### config.mk
export PLATFORM = sky130hd
export DESIGN_NAME = spfs_top
export DESIGN_NICKNAME = d
export VERILOG_FILES = /design/src/logic/spfs_pkg.sv /design/src/logic/spfs_top.sv
export SDC_FILE = /design/constraint.sdc
export NUM_CORES = 1
export LEC_CHECK = 0
export BUFFER_PORTS_ARGS = -buffer_cell sky130_fd_sc_hd__buf_2
export CAP_MARGIN = 20
export CORE_MARGIN = 2
export CORE_UTILIZATION = 51
export CTS_BUF_LIST = sky130_fd_sc_hd__clkbuf_8
export DETAILED_ROUTE_END_ITERATION = 16
export PLACE_DENSITY = 0.76
export REMOVE_ABC_BUFFERS = 1
export SETUP_SLACK_MARGIN = 0.2
export SYNTH_ARGS = -nofsm -noshare
export SYNTH_HDL_FRONTEND = slang
export SYNTH_SLANG_ARGS = --single-unit
### constraint.sdc
create_clock -name ref_clk -period 5.1 [get_ports ref_clk]
set_input_delay 1.02 -clock ref_clk [delete_from_list [all_inputs] [get_ports ref_clk]]
set_output_delay 1.02 -clock ref_clk [all_outputs]
set_load 0.01 [all_outputs]
### src/logic/spfs_pkg.sv
package spfs_pkg;
    localparam int NPIN = 5;
    localparam int P_TDI = 0;
    localparam int P_TDO = 1;
    localparam int P_TMS = 2;
    localparam int P_TCK = 3;
    localparam int P_ERA = 4;
    localparam int S_EXTERNAL_RESET_N = 5;
    localparam int S_BSCAN = 6;
    localparam int S_TEST = 7;
    localparam int S_SCLK = 8;
    localparam int NSYNC = 9;
    localparam logic [NSYNC-1:0] SYNC_RST = 9'h024;
    localparam int SEL_TDI = 4;
    localparam int SEL_TDO = 5;
    localparam int SEL_TMS = 6;
    localparam int SEL_TCK = 7;
    localparam int SEL_ERA = 12;
    localparam logic [31:0] SEL_MASK = 32'h0000_10F0;
    localparam logic [31:0] SEL_RST = 32'h0000_0000;
    localparam logic [7:0] A_SEL = 8'h00;
    localparam logic [7:0] A_STAT = 8'h04;
    localparam logic [7:0] A_RSTC = 8'h08;
    localparam logic [7:0] A_PAD = 8'h0C;
    localparam int ST_SWD = 0;
    localparam int ST_BSCAN = 1;
    localparam int ST_FFPI = 2;
    localparam int ST_MFG = 3;
    localparam int ST_ERASED = 4;
    localparam int ST_EXTERNAL_RESET_N = 5;
    localparam int ST_RDRV = 6;
    localparam int RSTC_GO = 0;
    localparam int PAD_W = 4 * NPIN;
    localparam logic [PAD_W-1:0] PAD_RST = 20'h0_0000;
    localparam logic [15:0] SWD_SEQ = 16'hE79E;
    localparam logic [5:0] SWD_PRE_ONES = 6'h32;
    localparam logic [4:0] SWD_LAST_BIT = 5'h0F;
    localparam int SLOW_HZ = 32768;
    localparam int ERASE_IGNORE_MS = 100;
    localparam int ERASE_ACCEPT_MS = 220;
    localparam int ERASE_IGNORE_TICKS = (ERASE_IGNORE_MS * SLOW_HZ + 999) / 1000;
    localparam int ERASE_ACCEPT_TICKS = ERASE_ACCEPT_MS * SLOW_HZ / 1000 + 1;
    localparam int ERASE_CNT_W = 13;
    localparam int CLK_NS = 40;
    localparam int RST_MIN_NS = 1000;
    localparam int RST_MIN_CYC = (RST_MIN_NS + CLK_NS - 1) / CLK_NS;
    localparam int RST_CNT_W = 5;
    typedef struct packed {
        logic [NPIN-1:0] out;
        logic [NPIN-1:0] oe_n;
    } spfs_pad_drv_t;
    typedef struct packed {
        logic tck;
        logic tms;
        logic tdi;
    } spfs_dbg_in_t;
    typedef struct packed {
        logic tdo;
        logic tdo_oe;
        logic swdio;
        logic swdio_oe;
        logic trace;
        logic trace_en;
    } spfs_dbg_out_t;
endpackage

### src/logic/spfs_top.sv
// Notes on behaviour
// - After reset all shared pins take their system function until software selects GPIO.
// - Select bit 12 picks erase request or GPIO line B12.
// - Select bits 7..4 pick TCK, TMS, TDO/trace, TDI or GPIO lines B7..B4.
// - Debug pins work as debug port from startup with no software setup.
// - Pad settings apply to debug pins in either mode.
// - Boundary-scan select high enters boundary-scan mode; low is normal.
// - Debug port starts as JTAG; serial-wire off until switch sequence.
// - Trace drives TDO line only while serial-wire debug is active.
// - Reset pin is bidirectional: device drives low, outside may pull low.
// - Reset pin resets core and peripherals, never the backup region.
// - Any external pulse length accepted (code drops pulses seen on fewer than two consecutive samples); own drive has a minimum length.
// - Out of reset the reset pin is an input, not driven.
// - Erase input debounced on slow clock; highs under 100 ms ignored.
// - Erase needs a high held over 220 ms.
// - Accepted erase requests flash and its nonvolatile bits set to all ones.
// - Erase pin as GPIO output driven high never erases.
// - Test pin picks boundary-scan test or fast programming; low is normal.
//
// The implementer's own choices: the APB interface to the registers and the placing of the registers.
module spfs_top #(
    parameter int ERASE_ACCEPT_TICKS = spfs_pkg::ERASE_ACCEPT_TICKS
) (
    input wire logic ref_clk,
    input wire logic resetn,
    input wire logic ce,
    input wire logic psel,
    input wire logic penable,
    input wire logic pwrite,
    input wire logic [7:0] paddr,
    input wire logic [31:0] pwdata,
    output logic [31:0] prdata,
    output logic pready,
    output logic pslverr,
    input wire logic [spfs_pkg::NPIN-1:0] pin_in,
    output spfs_pkg::spfs_pad_drv_t pin_drv,
    input wire spfs_pkg::spfs_pad_drv_t gpio_drv,
    output logic [spfs_pkg::NPIN-1:0] gpio_in,
    output logic [spfs_pkg::PAD_W-1:0] pad_cfg,
    output spfs_pkg::spfs_dbg_in_t dbg_to,
    input wire spfs_pkg::spfs_dbg_out_t dbg_from,
    output logic swd_mode,
    input wire logic external_reset_n_in,
    output logic external_reset_n_out,
    output logic external_reset_n_oe_n,
    output logic core_rst_n,
    output logic periph_rst_n,
    input wire logic boundary_scan_select,
    input wire logic test_mode_pin,
    output logic bscan_mode,
    output logic mfg_test_mode,
    output logic ffpi_mode,
    input wire logic slow_clk,
    output logic flash_erase
);
    logic [spfs_pkg::NSYNC-1:0] raw, s1_r, s2_r, s3_r, flt_r;
    logic [31:0] sel_r, prdata_r;
    logic [spfs_pkg::PAD_W-1:0] pad_r;
    logic [spfs_pkg::NPIN-1:0] sys;
    logic wr, rd_setup, tck_g, tms_g, tck_prev_r, tck_rise, sclk_prev_r, sclk_rise, era_lvl;
    logic [5:0] ones_r;
    logic armed_r, swd_r;
    logic [4:0] bits_r;
    logic [15:0] sr_r, sr_nxt;
    logic [spfs_pkg::ERASE_CNT_W-1:0] er_cnt_r;
    logic erase_r, erased_r;
    logic drive_r;
    logic [spfs_pkg::RST_CNT_W-1:0] rcnt_r;
    logic core_rst_r, bscan_r, mfg_r, ffpi_r;
    spfs_pkg::spfs_pad_drv_t drv_r, drv_nxt;
    spfs_pkg::spfs_dbg_in_t dbg_r;
    logic [spfs_pkg::NPIN-1:0] gpio_in_r;
    localparam int ERASE_CNT_W = spfs_pkg::ERASE_CNT_W;
    function automatic logic addr_ok(input logic [7:0] a);
        addr_ok = (a == spfs_pkg::A_SEL) || (a == spfs_pkg::A_STAT) ||
                  (a == spfs_pkg::A_RSTC) || (a == spfs_pkg::A_PAD);
    endfunction

    // Pin order is TDI, TDO, TMS, TCK, erase; a clear select bit means system function
    function automatic logic [spfs_pkg::NPIN-1:0] sys_of(input logic [31:0] s);
        sys_of = ~{s[spfs_pkg::SEL_ERA], s[spfs_pkg::SEL_TCK], s[spfs_pkg::SEL_TMS],
                   s[spfs_pkg::SEL_TDO], s[spfs_pkg::SEL_TDI]};
    endfunction
    assign sys = sys_of(sel_r);
    assign raw = {slow_clk, test_mode_pin, boundary_scan_select, external_reset_n_in, pin_in};
    assign wr = psel && penable && pwrite && addr_ok(paddr);
    assign rd_setup = psel && !penable && !pwrite;
    // Three-stage synchroniser; a level is taken only when stages two and three agree
    always_ff @(posedge ref_clk or negedge resetn) begin
        if (!resetn) begin
            s1_r <= spfs_pkg::SYNC_RST;
            s2_r <= spfs_pkg::SYNC_RST;
            s3_r <= spfs_pkg::SYNC_RST;
            flt_r <= spfs_pkg::SYNC_RST;
        end else if (ce) begin
            s1_r <= raw;
            s2_r <= s1_r;
            s3_r <= s2_r;
            flt_r <= (s2_r & s3_r) | (flt_r & (s2_r | s3_r));
        end
    end

    // Register file
    always_ff @(posedge ref_clk or negedge resetn) begin
        if (!resetn) begin
            sel_r <= spfs_pkg::SEL_RST;
            pad_r <= spfs_pkg::PAD_RST;
        end else if (ce && wr) begin
            if (paddr == spfs_pkg::A_SEL) begin
                sel_r <= pwdata & spfs_pkg::SEL_MASK;
            end
            if (paddr == spfs_pkg::A_PAD) begin
                pad_r <= pwdata[spfs_pkg::PAD_W-1:0];
            end
        end
    end

    // Read data is captured in the setup cycle so the access phase needs no wait
    always_ff @(posedge ref_clk or negedge resetn) begin
        if (!resetn) begin
            prdata_r <= 32'h0000_0000;
        end else if (ce && rd_setup) begin
            prdata_r <= 32'h0000_0000;
            case (paddr)
                spfs_pkg::A_SEL: prdata_r <= sel_r;
                spfs_pkg::A_STAT: begin
                    prdata_r[spfs_pkg::ST_SWD] <= swd_r;
                    prdata_r[spfs_pkg::ST_BSCAN] <= bscan_r;
                    prdata_r[spfs_pkg::ST_FFPI] <= ffpi_r;
                    prdata_r[spfs_pkg::ST_MFG] <= mfg_r;
                    prdata_r[spfs_pkg::ST_ERASED] <= erased_r;
                    prdata_r[spfs_pkg::ST_EXTERNAL_RESET_N] <= flt_r[spfs_pkg::S_EXTERNAL_RESET_N];
                    prdata_r[spfs_pkg::ST_RDRV] <= drive_r;
                end
                spfs_pkg::A_RSTC: prdata_r[spfs_pkg::RSTC_GO] <= drive_r;
                spfs_pkg::A_PAD: prdata_r[spfs_pkg::PAD_W-1:0] <= pad_r;
                default: prdata_r <= 32'h0000_0000;
            endcase
        end
    end
    assign prdata = prdata_r;
    assign pready = 1'b1;
    assign pslverr = psel && penable && !addr_ok(paddr);
    // Pad settings follow the register in either pin mode
    assign pad_cfg = pad_r;
    // Pins given to GPIO look idle to the debug logic
    assign tck_g = sys[spfs_pkg::P_TCK] && flt_r[spfs_pkg::P_TCK];
    assign tms_g = !sys[spfs_pkg::P_TMS] || flt_r[spfs_pkg::P_TMS];
    assign tck_rise = tck_g && !tck_prev_r;
    assign sr_nxt = {tms_g, sr_r[15:1]};
    // Switch to serial-wire after 50 ones, then the 16-bit key, LSB first
    always_ff @(posedge ref_clk or negedge resetn) begin
        if (!resetn) begin
            tck_prev_r <= 1'b0;
            ones_r <= 6'h00;
            armed_r <= 1'b0;
            bits_r <= 5'h00;
            sr_r <= 16'h0000;
            swd_r <= 1'b0;
        end else if (ce) begin
            tck_prev_r <= tck_g;
            if (tck_rise) begin
                sr_r <= sr_nxt;
                if (!tms_g) begin
                    ones_r <= 6'h00;
                end else if (ones_r != spfs_pkg::SWD_PRE_ONES) begin
                    ones_r <= ones_r + 6'h01;
                end
                if (!armed_r) begin
                    if (!tms_g && ones_r == spfs_pkg::SWD_PRE_ONES) begin
                        armed_r <= 1'b1;
                        bits_r <= 5'h01;
                    end
                end else begin
                    bits_r <= bits_r + 5'h01;
                    if (bits_r == spfs_pkg::SWD_LAST_BIT) begin
                        armed_r <= 1'b0;
                        if (sr_nxt == spfs_pkg::SWD_SEQ) begin
                            swd_r <= 1'b1;
                        end
                    end
                end
            end
        end
    end

    assign swd_mode = swd_r;
    // Pad drive: system function or the GPIO controller, per select bit
    always_comb begin
        drv_nxt = gpio_drv;
        drv_nxt.oe_n = gpio_drv.oe_n | sys;
        if (sys[spfs_pkg::P_TMS] && swd_r && dbg_from.swdio_oe) begin
            drv_nxt.out[spfs_pkg::P_TMS] = dbg_from.swdio;
            drv_nxt.oe_n[spfs_pkg::P_TMS] = 1'b0;
        end
        if (sys[spfs_pkg::P_TDO]) begin
            if (swd_r) begin
                drv_nxt.out[spfs_pkg::P_TDO] = dbg_from.trace;
                drv_nxt.oe_n[spfs_pkg::P_TDO] = !dbg_from.trace_en;
            end else begin
                drv_nxt.out[spfs_pkg::P_TDO] = dbg_from.tdo;
                drv_nxt.oe_n[spfs_pkg::P_TDO] = !dbg_from.tdo_oe;
            end
        end
    end

    always_ff @(posedge ref_clk or negedge resetn) begin
        if (!resetn) begin
            drv_r <= '{out: 5'h00, oe_n: 5'h1F};
            dbg_r <= '{tck: 1'b0, tms: 1'b1, tdi: 1'b1};
            gpio_in_r <= 5'h00;
        end else if (ce) begin
            drv_r <= drv_nxt;
            dbg_r.tck <= tck_g;
            dbg_r.tms <= tms_g;
            dbg_r.tdi <= !sys[spfs_pkg::P_TDI] || flt_r[spfs_pkg::P_TDI];
            gpio_in_r <= flt_r[spfs_pkg::NPIN-1:0] & ~sys;
        end
    end
    assign pin_drv = drv_r;
    assign dbg_to = dbg_r;
    assign gpio_in = gpio_in_r;
    // Erase: only the pin level in system mode counts, so a GPIO output never erases
    assign era_lvl = sys[spfs_pkg::P_ERA] && flt_r[spfs_pkg::P_ERA];
    assign sclk_rise = flt_r[spfs_pkg::S_SCLK] && !sclk_prev_r;

    always_ff @(posedge ref_clk or negedge resetn) begin
        if (!resetn) begin
            sclk_prev_r <= 1'b0;
            er_cnt_r <= '0;
            erase_r <= 1'b0;
        end else if (ce) begin
            sclk_prev_r <= flt_r[spfs_pkg::S_SCLK];
            erase_r <= 1'b0;
            if (!era_lvl) begin
                er_cnt_r <= '0;
            end else if (sclk_rise && er_cnt_r != ERASE_CNT_W'(ERASE_ACCEPT_TICKS)) begin
                er_cnt_r <= er_cnt_r + 1'b1;
                if (er_cnt_r == spfs_pkg::ERASE_CNT_W'(ERASE_ACCEPT_TICKS - 1)) begin
                    erase_r <= 1'b1;
                end
            end
        end
    end

    // Sticky erase flag; a new erase in the clearing cycle wins
    always_ff @(posedge ref_clk or negedge resetn) begin
        if (!resetn) begin
            erased_r <= 1'b0;
        end else if (ce) begin
            if (erase_r) begin
                erased_r <= 1'b1;
            end else if (wr && paddr == spfs_pkg::A_STAT && pwdata[spfs_pkg::ST_ERASED]) begin
                erased_r <= 1'b0;
            end
        end
    end

    assign flash_erase = erase_r;
    // Own reset drive lasts at least the minimum even if software rewrites it
    always_ff @(posedge ref_clk or negedge resetn) begin
        if (!resetn) begin
            drive_r <= 1'b0;
            rcnt_r <= '0;
        end else if (ce) begin
            if (wr && paddr == spfs_pkg::A_RSTC && pwdata[spfs_pkg::RSTC_GO] && !drive_r) begin
                drive_r <= 1'b1;
                rcnt_r <= spfs_pkg::RST_CNT_W'(spfs_pkg::RST_MIN_CYC - 1);
            end else if (drive_r) begin
                if (rcnt_r == '0) begin
                    drive_r <= 1'b0;
                end else begin
                    rcnt_r <= rcnt_r - 1'b1;
                end
            end
        end
    end

    assign external_reset_n_out = 1'b0;
    assign external_reset_n_oe_n = !drive_r;
    // Mode pins; the backup region has no reset output here on purpose
    always_ff @(posedge ref_clk or negedge resetn) begin
        if (!resetn) begin
            core_rst_r <= 1'b1;
            bscan_r <= 1'b0;
            mfg_r <= 1'b0;
            ffpi_r <= 1'b0;
        end else if (ce) begin
            core_rst_r <= flt_r[spfs_pkg::S_EXTERNAL_RESET_N];
            bscan_r <= flt_r[spfs_pkg::S_BSCAN];
            mfg_r <= flt_r[spfs_pkg::S_TEST] && flt_r[spfs_pkg::S_BSCAN];
            ffpi_r <= flt_r[spfs_pkg::S_TEST] && !flt_r[spfs_pkg::S_BSCAN];
        end
    end
    assign core_rst_n = core_rst_r;
    assign periph_rst_n = core_rst_r;
    assign bscan_mode = bscan_r;
    assign mfg_test_mode = mfg_r;
    assign ffpi_mode = ffpi_r;
    // Helper: length of the current own reset drive
    logic [7:0] dlen_r;
    always_ff @(posedge ref_clk or negedge resetn) begin
        if (!resetn) begin
            dlen_r <= 8'h00;
        end else if (ce) begin
            dlen_r <= drive_r ? dlen_r + 8'h01 : 8'h00;
        end
    end
    a_sel_reset: assert property (@(posedge ref_clk) $rose(resetn) |-> sel_r == 32'h0 && !swd_r)
        else $error("pins not in system mode after reset");
    a_external_reset_n_input: assert property (@(posedge ref_clk) $rose(resetn) |-> external_reset_n_oe_n)
        else $error("reset pin driven out of reset");
    // The length counter already holds the full count in the cycle after the drive ends
    a_rst_min_len: assert property (@(posedge ref_clk) disable iff (!resetn)
        ce && $fell(drive_r) |-> dlen_r >= 8'(spfs_pkg::RST_MIN_CYC))
        else $error("own reset pulse too short");
    a_trace_jtag: assert property (@(posedge ref_clk) disable iff (!resetn)
        ce && sys[spfs_pkg::P_TDO] && !swd_r && !dbg_from.tdo_oe |=> drv_r.oe_n[spfs_pkg::P_TDO])
        else $error("TDO line driven in JTAG mode without TDO enable");
    a_erase_gpio: assert property (@(posedge ref_clk) disable iff (!resetn)
        sel_r[spfs_pkg::SEL_ERA] && $past(sel_r[spfs_pkg::SEL_ERA]) |-> !erase_r)
        else $error("erase while pin in GPIO mode");
    a_erase_hold: assert property (@(posedge ref_clk) disable iff (!resetn)
        erase_r |-> er_cnt_r == ERASE_CNT_W'(ERASE_ACCEPT_TICKS)
            && er_cnt_r > ERASE_CNT_W'(spfs_pkg::ERASE_IGNORE_TICKS))
        else $error("erase without full hold time");
    a_erase_clear: assert property (@(posedge ref_clk) disable iff (!resetn)
        ce && !era_lvl |=> er_cnt_r == '0 ##1 !erase_r)
        else $error("debounce counter not cleared on low");
    a_gpio_idle: assert property (@(posedge ref_clk) disable iff (!resetn)
        ce && sel_r[spfs_pkg::SEL_TCK] |=> !dbg_r.tck)
        else $error("debug clock active while pin is GPIO");
    a_bscan_follow: assert property (@(posedge ref_clk) disable iff (!resetn)
        ce |=> bscan_r == $past(flt_r[spfs_pkg::S_BSCAN]))
        else $error("boundary-scan mode not following pin");
endmodule // spfs_top

Word-level counts from Yosys, hierarchy flattened
Cells that the tools add are included.

Bits in registers: 154. Input bits: 71. Output and inout bits: 81. Word-level logic and storage cells: 135.

Add/subtract/negate cells: 4. Equal/unequal tests: 12. Mux-type cells: 29. Bitwise operators: 8. Reductions and logical operators: 54.

Operators with widths (count): $mux 13 (2); $pmux 13 s2 (1); $mux 5 (5); $logic_and 1x1->1 (23); $and 9x9->9 (2); $or 9x9->9 (2); $pmux 6 s3 (1); $mux 1 (17); $eq 16x16->1 const B (1); $eq 8x4->1 const B (2); $add 13x1->13 const B (1); $eq 13x13->1 const B (1); $ne 13x13->1 const B (1); $logic_not 1->1 (12); $mux 6 (2); $not 5->5 (2); $reduce_and 2->1 (5); $reduce_and 3->1 (3); $eq 8x3->1 const B (1); $logic_not 8->1 (1); $add 6x1->6 const B (1); $eq 6x6->1 const B (1); $ne 6x6->1 const B (1); $reduce_bool 2->1 (3); 11 further kinds (16).

Longest topological paths before layout
Gate-level depths: netlist of the first run.

Word-level depth: 10. Gate-level depth with buffers: 6. Mapped depth without buffers: 6.

Worst setup path after synthesis of the first run
No wires, ideal clock.

Kind: input-to-output. Start: input paddr[1]. End: output pslverr. Data arrival time: 1715 ps. Data required time: 4080 ps. Path slack: 2365 ps. Stages: 3. Path buffers: 0. Path through: nor4_1 -> nand2_1 -> and3_1.

Word-level cells in the longest chain between the ends: 6. Elaborated cells on any way between the ends: 9. Classes of those cells: eq/ne: 3; reduce/logical: 6.

RTL lines: start: declaration (RTL line spfs_top.sv:30) `input wire logic [7:0] paddr,`; $eq 8x3->1 or $logic_not 8->1 (tied branches); $logic_or 1x1->1 (2 in a row) (RTL line spfs_top.sv:75) `addr_ok = (a == spfs_pkg::A_SEL) || (a == spfs_pkg::A_STAT) ||`; $logic_or 1x1->1 (*) (RTL line spfs_top.sv:76) `(a == spfs_pkg::A_RSTC) || (a == spfs_pkg::A_PAD);`; $logic_not 1->1 (*) (RTL line spfs_top.sv:143) `assign pslverr = psel && penable && !addr_ok(paddr);`; $logic_and 1x1->1 (*) (RTL line spfs_top.sv:143); end: declaration (RTL line spfs_top.sv:34) `output logic pslverr,`.

Mark *: on every way between the ends. The rest lies on a longest branch, timed or not.

Worst setup path after layout of the first run
Same ends and word-level chain as after synthesis.

==> summary.md, run 1 <==
| Metric | Value |
|---|---|
| Final HPWL from detailed placement | `between 9000 and 10000 um` |
| Initial antenna violation count | `0` |
| Post-layout instance area | `between 7000 and 8000 um^2` |
| Post-place instance area | `7530 um^2` |
| Async S/R FF share, synth | `1.00` |
| Tmin final | `a little over 3 ns` |
| DRC Markers | `0` |
| First-pass GRT wire length | `approximately 23000 um` |
| Most numerous cell on the critical path | `buf_2` |
| Vias in the first global route | `about 4900` |
| VDD IR max | `152 uV` |
| CP Launch Type | `primary input` |
| WP depth | `5` |
| Max Fclk | `321 MHz` |
| Synth-to-layout area growth | `17.0%` |
| Cts repair resizes | `0` |
| ANT cells | `0` |
| Total wire length | `approximately 14000 um` |
| Max incr delay on CP | `~0.48 ns` |
| Root cell of the clock tree | `clkbuf_8` |
| RR Endpoint | `flash_erase` |
| Total design power | `around 2.7 mW` |
| Top cells by area, synth | `dfrtp_1, mux2_2, dfstp_2` |
| Die Height | `between 100 and 150 um` |
| Hold-fix buffers, CTS | `0` |
| Reg2reg setup slack | `around 3.2 ns` |
| Worst setup path start | `paddr[1]` |
| CTS Buf Count | `17` |
| Critical path required time | `between 4 and 5 ns` |
| Setup Skew | `~0.012 ns` |
| # clock sinks | `between 150 and 200` |
| Core Box Area | `13100 um^2` |
| Synth warnings | `0` |
| Post-synth EDFFs | `0` |
| LEAKAGE | `around 3.9 nW` |
| Most frequent cells in the layout | `dfrtp_1, buf_2, nand2_1` |
| Final-stage net count | `roughly 820` |
| Worst skew pair latency | `0.46 ns` |
| Crit path capture type | `output pin` |
| Slowest CP cell | `nor4_1` |
| Status | `complete, no violations` |
| Area share of the largest cell type after synthesis | `0.504` |
| Number of setup buffers added after CTS | `0` |
| Buf/Inv on CP | `2` |
| Syn Area/Cell | `approximately 11 um^2` |
| ANT nets after route | `0` |
| Register area share after synthesis | `0.566` |
| Reg-to-reg critical path startpoint | `er_cnt_r[7]` |
| Synth Register Bits | `153` |
| Most common cell after layout, fill and taps aside | `dfrtp_1` |
| CP Capture Point | `pslverr` |
| Ys flop type | `dfrtp_1` |
| Num ports | `between 150 and 200` |
| Routed vias | `4966` |
| DRC marker count from the first detailed-route iteration | `about 360` |
| Setup TNS Final | `0 ns` |
| WP data arrival | `roughly 2.1 ns` |
| Count of final setup violators | `0` |
| Vias/cell | `~5.4` |
| RSZ-0062 raised after global routing | `false` |
| Number of port buffers | `between 100 and 150` |
| Worst hold path type | `reg2reg` |
| Filler Cells Inserted | `roughly 1100` |
| Final hold vios | `0` |
| Crit Path Class | `in2out` |
| Slew @ Worst Pin | `around 1 ns` |
| Gpl congestion | `~0.76` |
| Total track usage | `0.207` |
| Initial Util | `0.518` |
| Share of cells above drive strength 1 | `0.330` |
| Period utilization | `0.611` |
| Dominant cell type by area after synthesis | `dfrtp_1` |
| Max transition margin | `0.327` |
| Max-slew violations | `0` |
| DR WL/cell | `about 15 um` |
| Cell family contributing the most delay on the critical path | `simple AND/OR/NAND/NOR gates` |
| Critical-path maximum fanout | `3` |
| Congestion Overflow GR | `0` |
| Unique masters post-synth | `52` |
| Clock Pin Slew Worst Setup and Hold Paths | `0.08 ns` |
| Power density cells | `roughly 340 nW/um^2` |
| Die Wd | `~120 um` |
| Die Area | `14300 um^2` |
| Final Util | `0.606` |
| Largest net degree at the start of global routing | `110` |
| CTS tree | `yes` |
| Synthesized area | `6810 um^2` |
| R2R depth | `4` |
| CTS H-tree depth | `4` |
| Synth Instances | `615` |
| Total of max-cap violations | `0` |
| CTS max path bufs | `2` |
| Cell row count | `42` |
| CP cell instances | `buf_2 -> nor4_1 -> nand2_1 -> and3_1 -> buf_2` |
| Initial DRT Pass Iterations | `4` |
-- layer usage --
metal  GRT usage  vias up  part of all wire  wire length, um
met5           0        -                 0                0
met4      0.0816        0             0.022              308
met3      0.0556       30             0.055              775
met2       0.347      125              0.50             6950
met1       0.256     2459              0.43             6000
li1            -     2352                 -                -
-- through the flow --
step,hold WS (ns),std cells,setup WS (ns)
after CTS,0.481,923,2.01
after detailed placement,0.465,891,1.80
after global placement,0.457,891,1.81
after global routing,0.503,924,1.89
after floorplan,0.447,585,1.61
final,0.479,924,1.98
-- state kept, by name (all words and copies together), names as in the netlist, 9 cells and up --
signal	count
pad_cfg	20
prdata	20
sr_r	15
er_cnt_r	13
pin_drv	10
flt_r	9
s1_r	9
s2_r	9
s3_r	9
-- worst min-delay path: stages (launching register included) --
cell and delay (ns):
dfstp_2 0.37, inv_1 0.04, o21ai_0 0.06
-- cells by family after synthesis --
group,count (synthesis),share of synthesized area
muxes,70,0.114
buffers and inverters,63,0.0445
adders and majority gates,9,0.0165
AOI/OAI and AO/OA,98,0.0908
DFF,153,0.566
and+or+nand+nor,211,0.156
xor gates and xnor gates,9,0.0116
other,2,0.00110
-- Yosys cell counts (7+ instances only) --
cell / number
dfstp_2: 16
nor3_1: 11
ha_1: 9
mux2_2: 58
mux2i_1: 12
dfrtp_1: 137
buf_4: 16
nor2_1: 35
clkbuf_1: 21
a22o_1: 14
xnor2_1: 9
nand3_1: 18
a31oi_1: 7
nand2b_1: 12
nand2_1: 85
a21oi_1: 30
inv_1: 21
o21ai_0: 29
-- how the worst min path moves through the flow --
| stage | start | endpoint | slack, ns | cells after the start |
|---|---|---|---|---|
| global placement | pin_drv[2] | pin_drv[2] | 0.46 | 2 |
| global route | pin_drv[3] | pin_drv[3] | 0.50 | 2 |
| detailed placement | prdata[5] | prdata[5] | 0.47 | 2 |
| floorplan | sr_r[1] | sr_r[1] | 0.45 | 2 |
| finish | pin_drv[2] | pin_drv[2] | 0.48 | 2 |
| CTS | pin_drv[2] | pin_drv[2] | 0.48 | 2 |
-- layout make-up --
type | instances | area (um^2) | area share
flip-flops and latches | 153 | 3850 | 0.483
multi-input cells | 411 | 2710 | 0.340
repair buffers | 131 | 683 | 0.0858
clock buffers | 17 | 234 | 0.0294
well taps | 176 | 220 | 0.0277
clock inverters | 15 | 190 | 0.0239
inverters | 21 | 78.8 | 0.00990
-- power by group --
part | leakage [nW] | internal [mW] | switching (mW)
clock | 0.206 | 0.495 | 0.483
sequential | 2.00 | 1.34 | 0.0941
combinational | 1.66 | 0.142 | 0.177
total | 3.87 | 1.97 | 0.754
No activity file was read; power rests on OpenSTA's default activity.
==> inputs of run 2 (changes only) <==
==> constraint.sdc (replaced) <==
create_clock -name ref_clk -period 3.1 [get_ports ref_clk]
set_input_delay 0.62 -clock ref_clk [delete_from_list [all_inputs] [get_ports ref_clk]]
set_output_delay 0.62 -clock ref_clk [all_outputs]
set_load 0.01 [all_outputs]
==> summary.md, run 2 (synthesized netlist as in run 1, its figures left out) <==
| Metric | Value |
|---|---|
| Post-place instance area | `7580 um^2 (+0.76%)` |
| Hold WS | `0.199 ns (-0.280 ns)` |
| Combinational share of power | `0.121 (+0.004)` |
| CP Launch Type | `primary input` |
| Number of port buffers | `125 (unchanged)` |
| Initial antenna violation count | `1 (+1)` |
| Slew @ Worst Pin | `0.731 ns (-0.277 ns)` |
| Vias in the first global route | `4894 (-0.61%)` |
| CTS tree | `yes` |
| Worst hold path type | `in2async` |
| VDD IR max | `286 uV (+88%)` |
| Hold-fix buffers, CTS | `0 (unchanged)` |
| Max-slew violations | `0 (unchanged)` |
| LEAKAGE | `3.91 nW (+1.1%)` |
| Cell row count | `42 (unchanged)` |
| ANT nets after route | `0 (unchanged)` |
| Total wire length | `14100 um (+0.76%)` |
| CTS max path bufs | `2 (unchanged)` |
| Most common cell after layout, fill and taps aside | `dfrtp_1` |
| Number of setup buffers added after CTS | `0 (unchanged)` |
| Core Box Area | `13100 um^2 (unchanged)` |
| CTS H-tree depth | `4 (unchanged)` |
| Root cell of the clock tree | `clkbuf_8` |
| Setup TNS Final | `0 ns (unchanged)` |
| Final HPWL from detailed placement | `9990 um (+3.1%)` |
| Congestion Overflow GR | `0 (unchanged)` |
| WP data arrival | `1.78 ns (-0.32 ns)` |
| Tmin final | `about 2.4 ns` |
| Pint | `3.23 mW (+64%)` |
| Total track usage | `0.205 (-0.00222)` |
| DR top layer | `met4` |
| Max Fclk | `slightly above 400 MHz` |
| Largest net degree at the start of global routing | `80 (-27%)` |
| Setup Skew | `0.00776 ns (-0.00404 ns)` |
| Total of max-cap violations | `0 (unchanged)` |
| Crit Path Class | `in2out` |
| Crit path capture type | `output pin` |
| Critical-path maximum fanout | `3 (unchanged)` |
| Routed vias | `4925 (-0.83%)` |
| Die Area | `14300 um^2 (unchanged)` |
| Period utilization | `0.776` |
| First-pass GRT wire length | `23200 um (-0.80%)` |
| Reg2reg setup slack | `1.22 ns (-2.02 ns)` |
| Wire length on met2 | `7150 um (+2.9%)` |
| CTS Buf Count | `17 (unchanged)` |
| Post-layout instance area | `7980 um^2 (+0.19%)` |
| Cts repair resizes | `0 (unchanged)` |
| RR Endpoint | `flash_erase` |
| DRC Markers | `0 (unchanged)` |
| Num ports | `152 (unchanged)` |
| Final hold vios | `0 (unchanged)` |
| Power density cells | `548 nW/um^2 (+60%)` |
| R2R depth | `4 (unchanged)` |
| DR WL/cell | `15.2 um (+0.11%)` |
| Filler Cells Inserted | `1069 (-3.1%)` |
| Die Wd | `120 um (unchanged)` |
| Worst skew pair latency | `0.45 ns (about the same)` |
| Critical path required time | `2.48 ns (-1.60 ns)` |
| Final Non-Filler Cells | `930 (+0.65%)` |
| Most frequent cells in the layout | `dfrtp_1, buf_2, nand2_1` |
| Met3 wire len | `729 um (-5.9%)` |
| # clock sinks | `153 (unchanged)` |
| Clock power frac | `0.340 (-0.019)` |
| Die Height | `120 um (unchanged)` |
| Count of final setup violators | `0 (unchanged)` |
| RSZ-0062 raised after global routing | `false` |
| Gpl congestion | `0.846 (+11%)` |
| DRC marker count from the first detailed-route iteration | `329 (-7.6%)` |
| Max transition margin | `0.513 (+0.186)` |
| Share of cells above drive strength 1 | `0.328 (-0.00219)` |
| Final-stage net count | `820 (+0.61%)` |
| Switching Fraction | `0.261 (-0.0156)` |
| Status | `complete, no violations` |
| Inst Count DP | `897 (+0.67%)` |
| Reg-to-reg critical path startpoint | `er_cnt_r[7]` |
| WL met1 | `6020 um (+0.32%)` |
| Initial DRT Pass Iterations | `5 (+1)` |
| Vias/cell | `5.30 (-1.5%)` |
| P_sw | `1.14 mW (+51%)` |
| Initial Util | `0.518 (unchanged)` |
| Reg power frac | `0.539 (+0.015)` |
| Synth-to-layout area growth | `17.2%` |
| Clock Pin Slew Worst Setup and Hold Paths | `0.07 ns (about the same)` |
[run 2: worst max-delay path by stage]
stage                        endpoint  slack [ns]  cells past startpoint  startpoint
after floorplan             bits_r[2]       0.008                      3          ce
final                         pslverr        0.70                      5    paddr[1]
after global placement     pad_cfg[1]        0.71                      6    paddr[1]
after global routing          pslverr        0.58                      5    paddr[1]
after CTS                     pslverr        0.75                      5    paddr[1]
after detailed placement  pad_cfg[14]        0.61                      6    paddr[1]
[run 2: area by class of cell]
type / instances / area, um^2 / share of cell area
clock inverters: 14 / 143 / 0.0179
multi-input cells: 411 / 2710 / 0.339
diodes: 1 / 2.50 / 0.000314
flip-flops and latches: 153 / 3850 / 0.482
inverters: 21 / 78.8 / 0.00988
clock buffers: 18 / 248 / 0.0311
well taps: 176 / 220 / 0.0276
repair buffers: 136 / 729 / 0.0914
[run 2: routing by layer]
| metal | vias up | global-route usage |
|---|---|---|
| li1 | 2360 | - |
| met1 | 2423 | 0.257 |
| met2 | 120 | 0.342 |
| met3 | 22 | 0.0561 |
| met4 | 0 | 0.0735 |
| met5 | - | 0 |
[run 2: critical path, cell delays in order]
cell,delay (ns)
buf_2,0.10
nor4_1,0.55
nand2_1,0.18
and3_1,0.21
buf_2,0.13
[run 2: stage by stage]
step / utilization / worst slack [ns] / total power [mW]
floorplan: - / 0.00803 / 2.67
global route: 0.607 / 0.576 / 4.61
CTS: 0.607 / 0.752 / 4.42
finish: 0.607 / 0.695 / 4.37
detailed placement: 0.577 / 0.613 / 2.92
global placement: 0.577 / 0.706 / 2.88
[run 2: power by group through the flow]
stage          combinational, mW  clock, mW  sequential [mW]
2_1_floorplan              0.304          0             2.37
3_3_place_gp               0.510          0             2.37
3_5_place_dp               0.536          0             2.39
4_1_cts                    0.538       1.53             2.35
5_1_grt                    0.609       1.62             2.38
6_report                   0.531       1.49             2.36
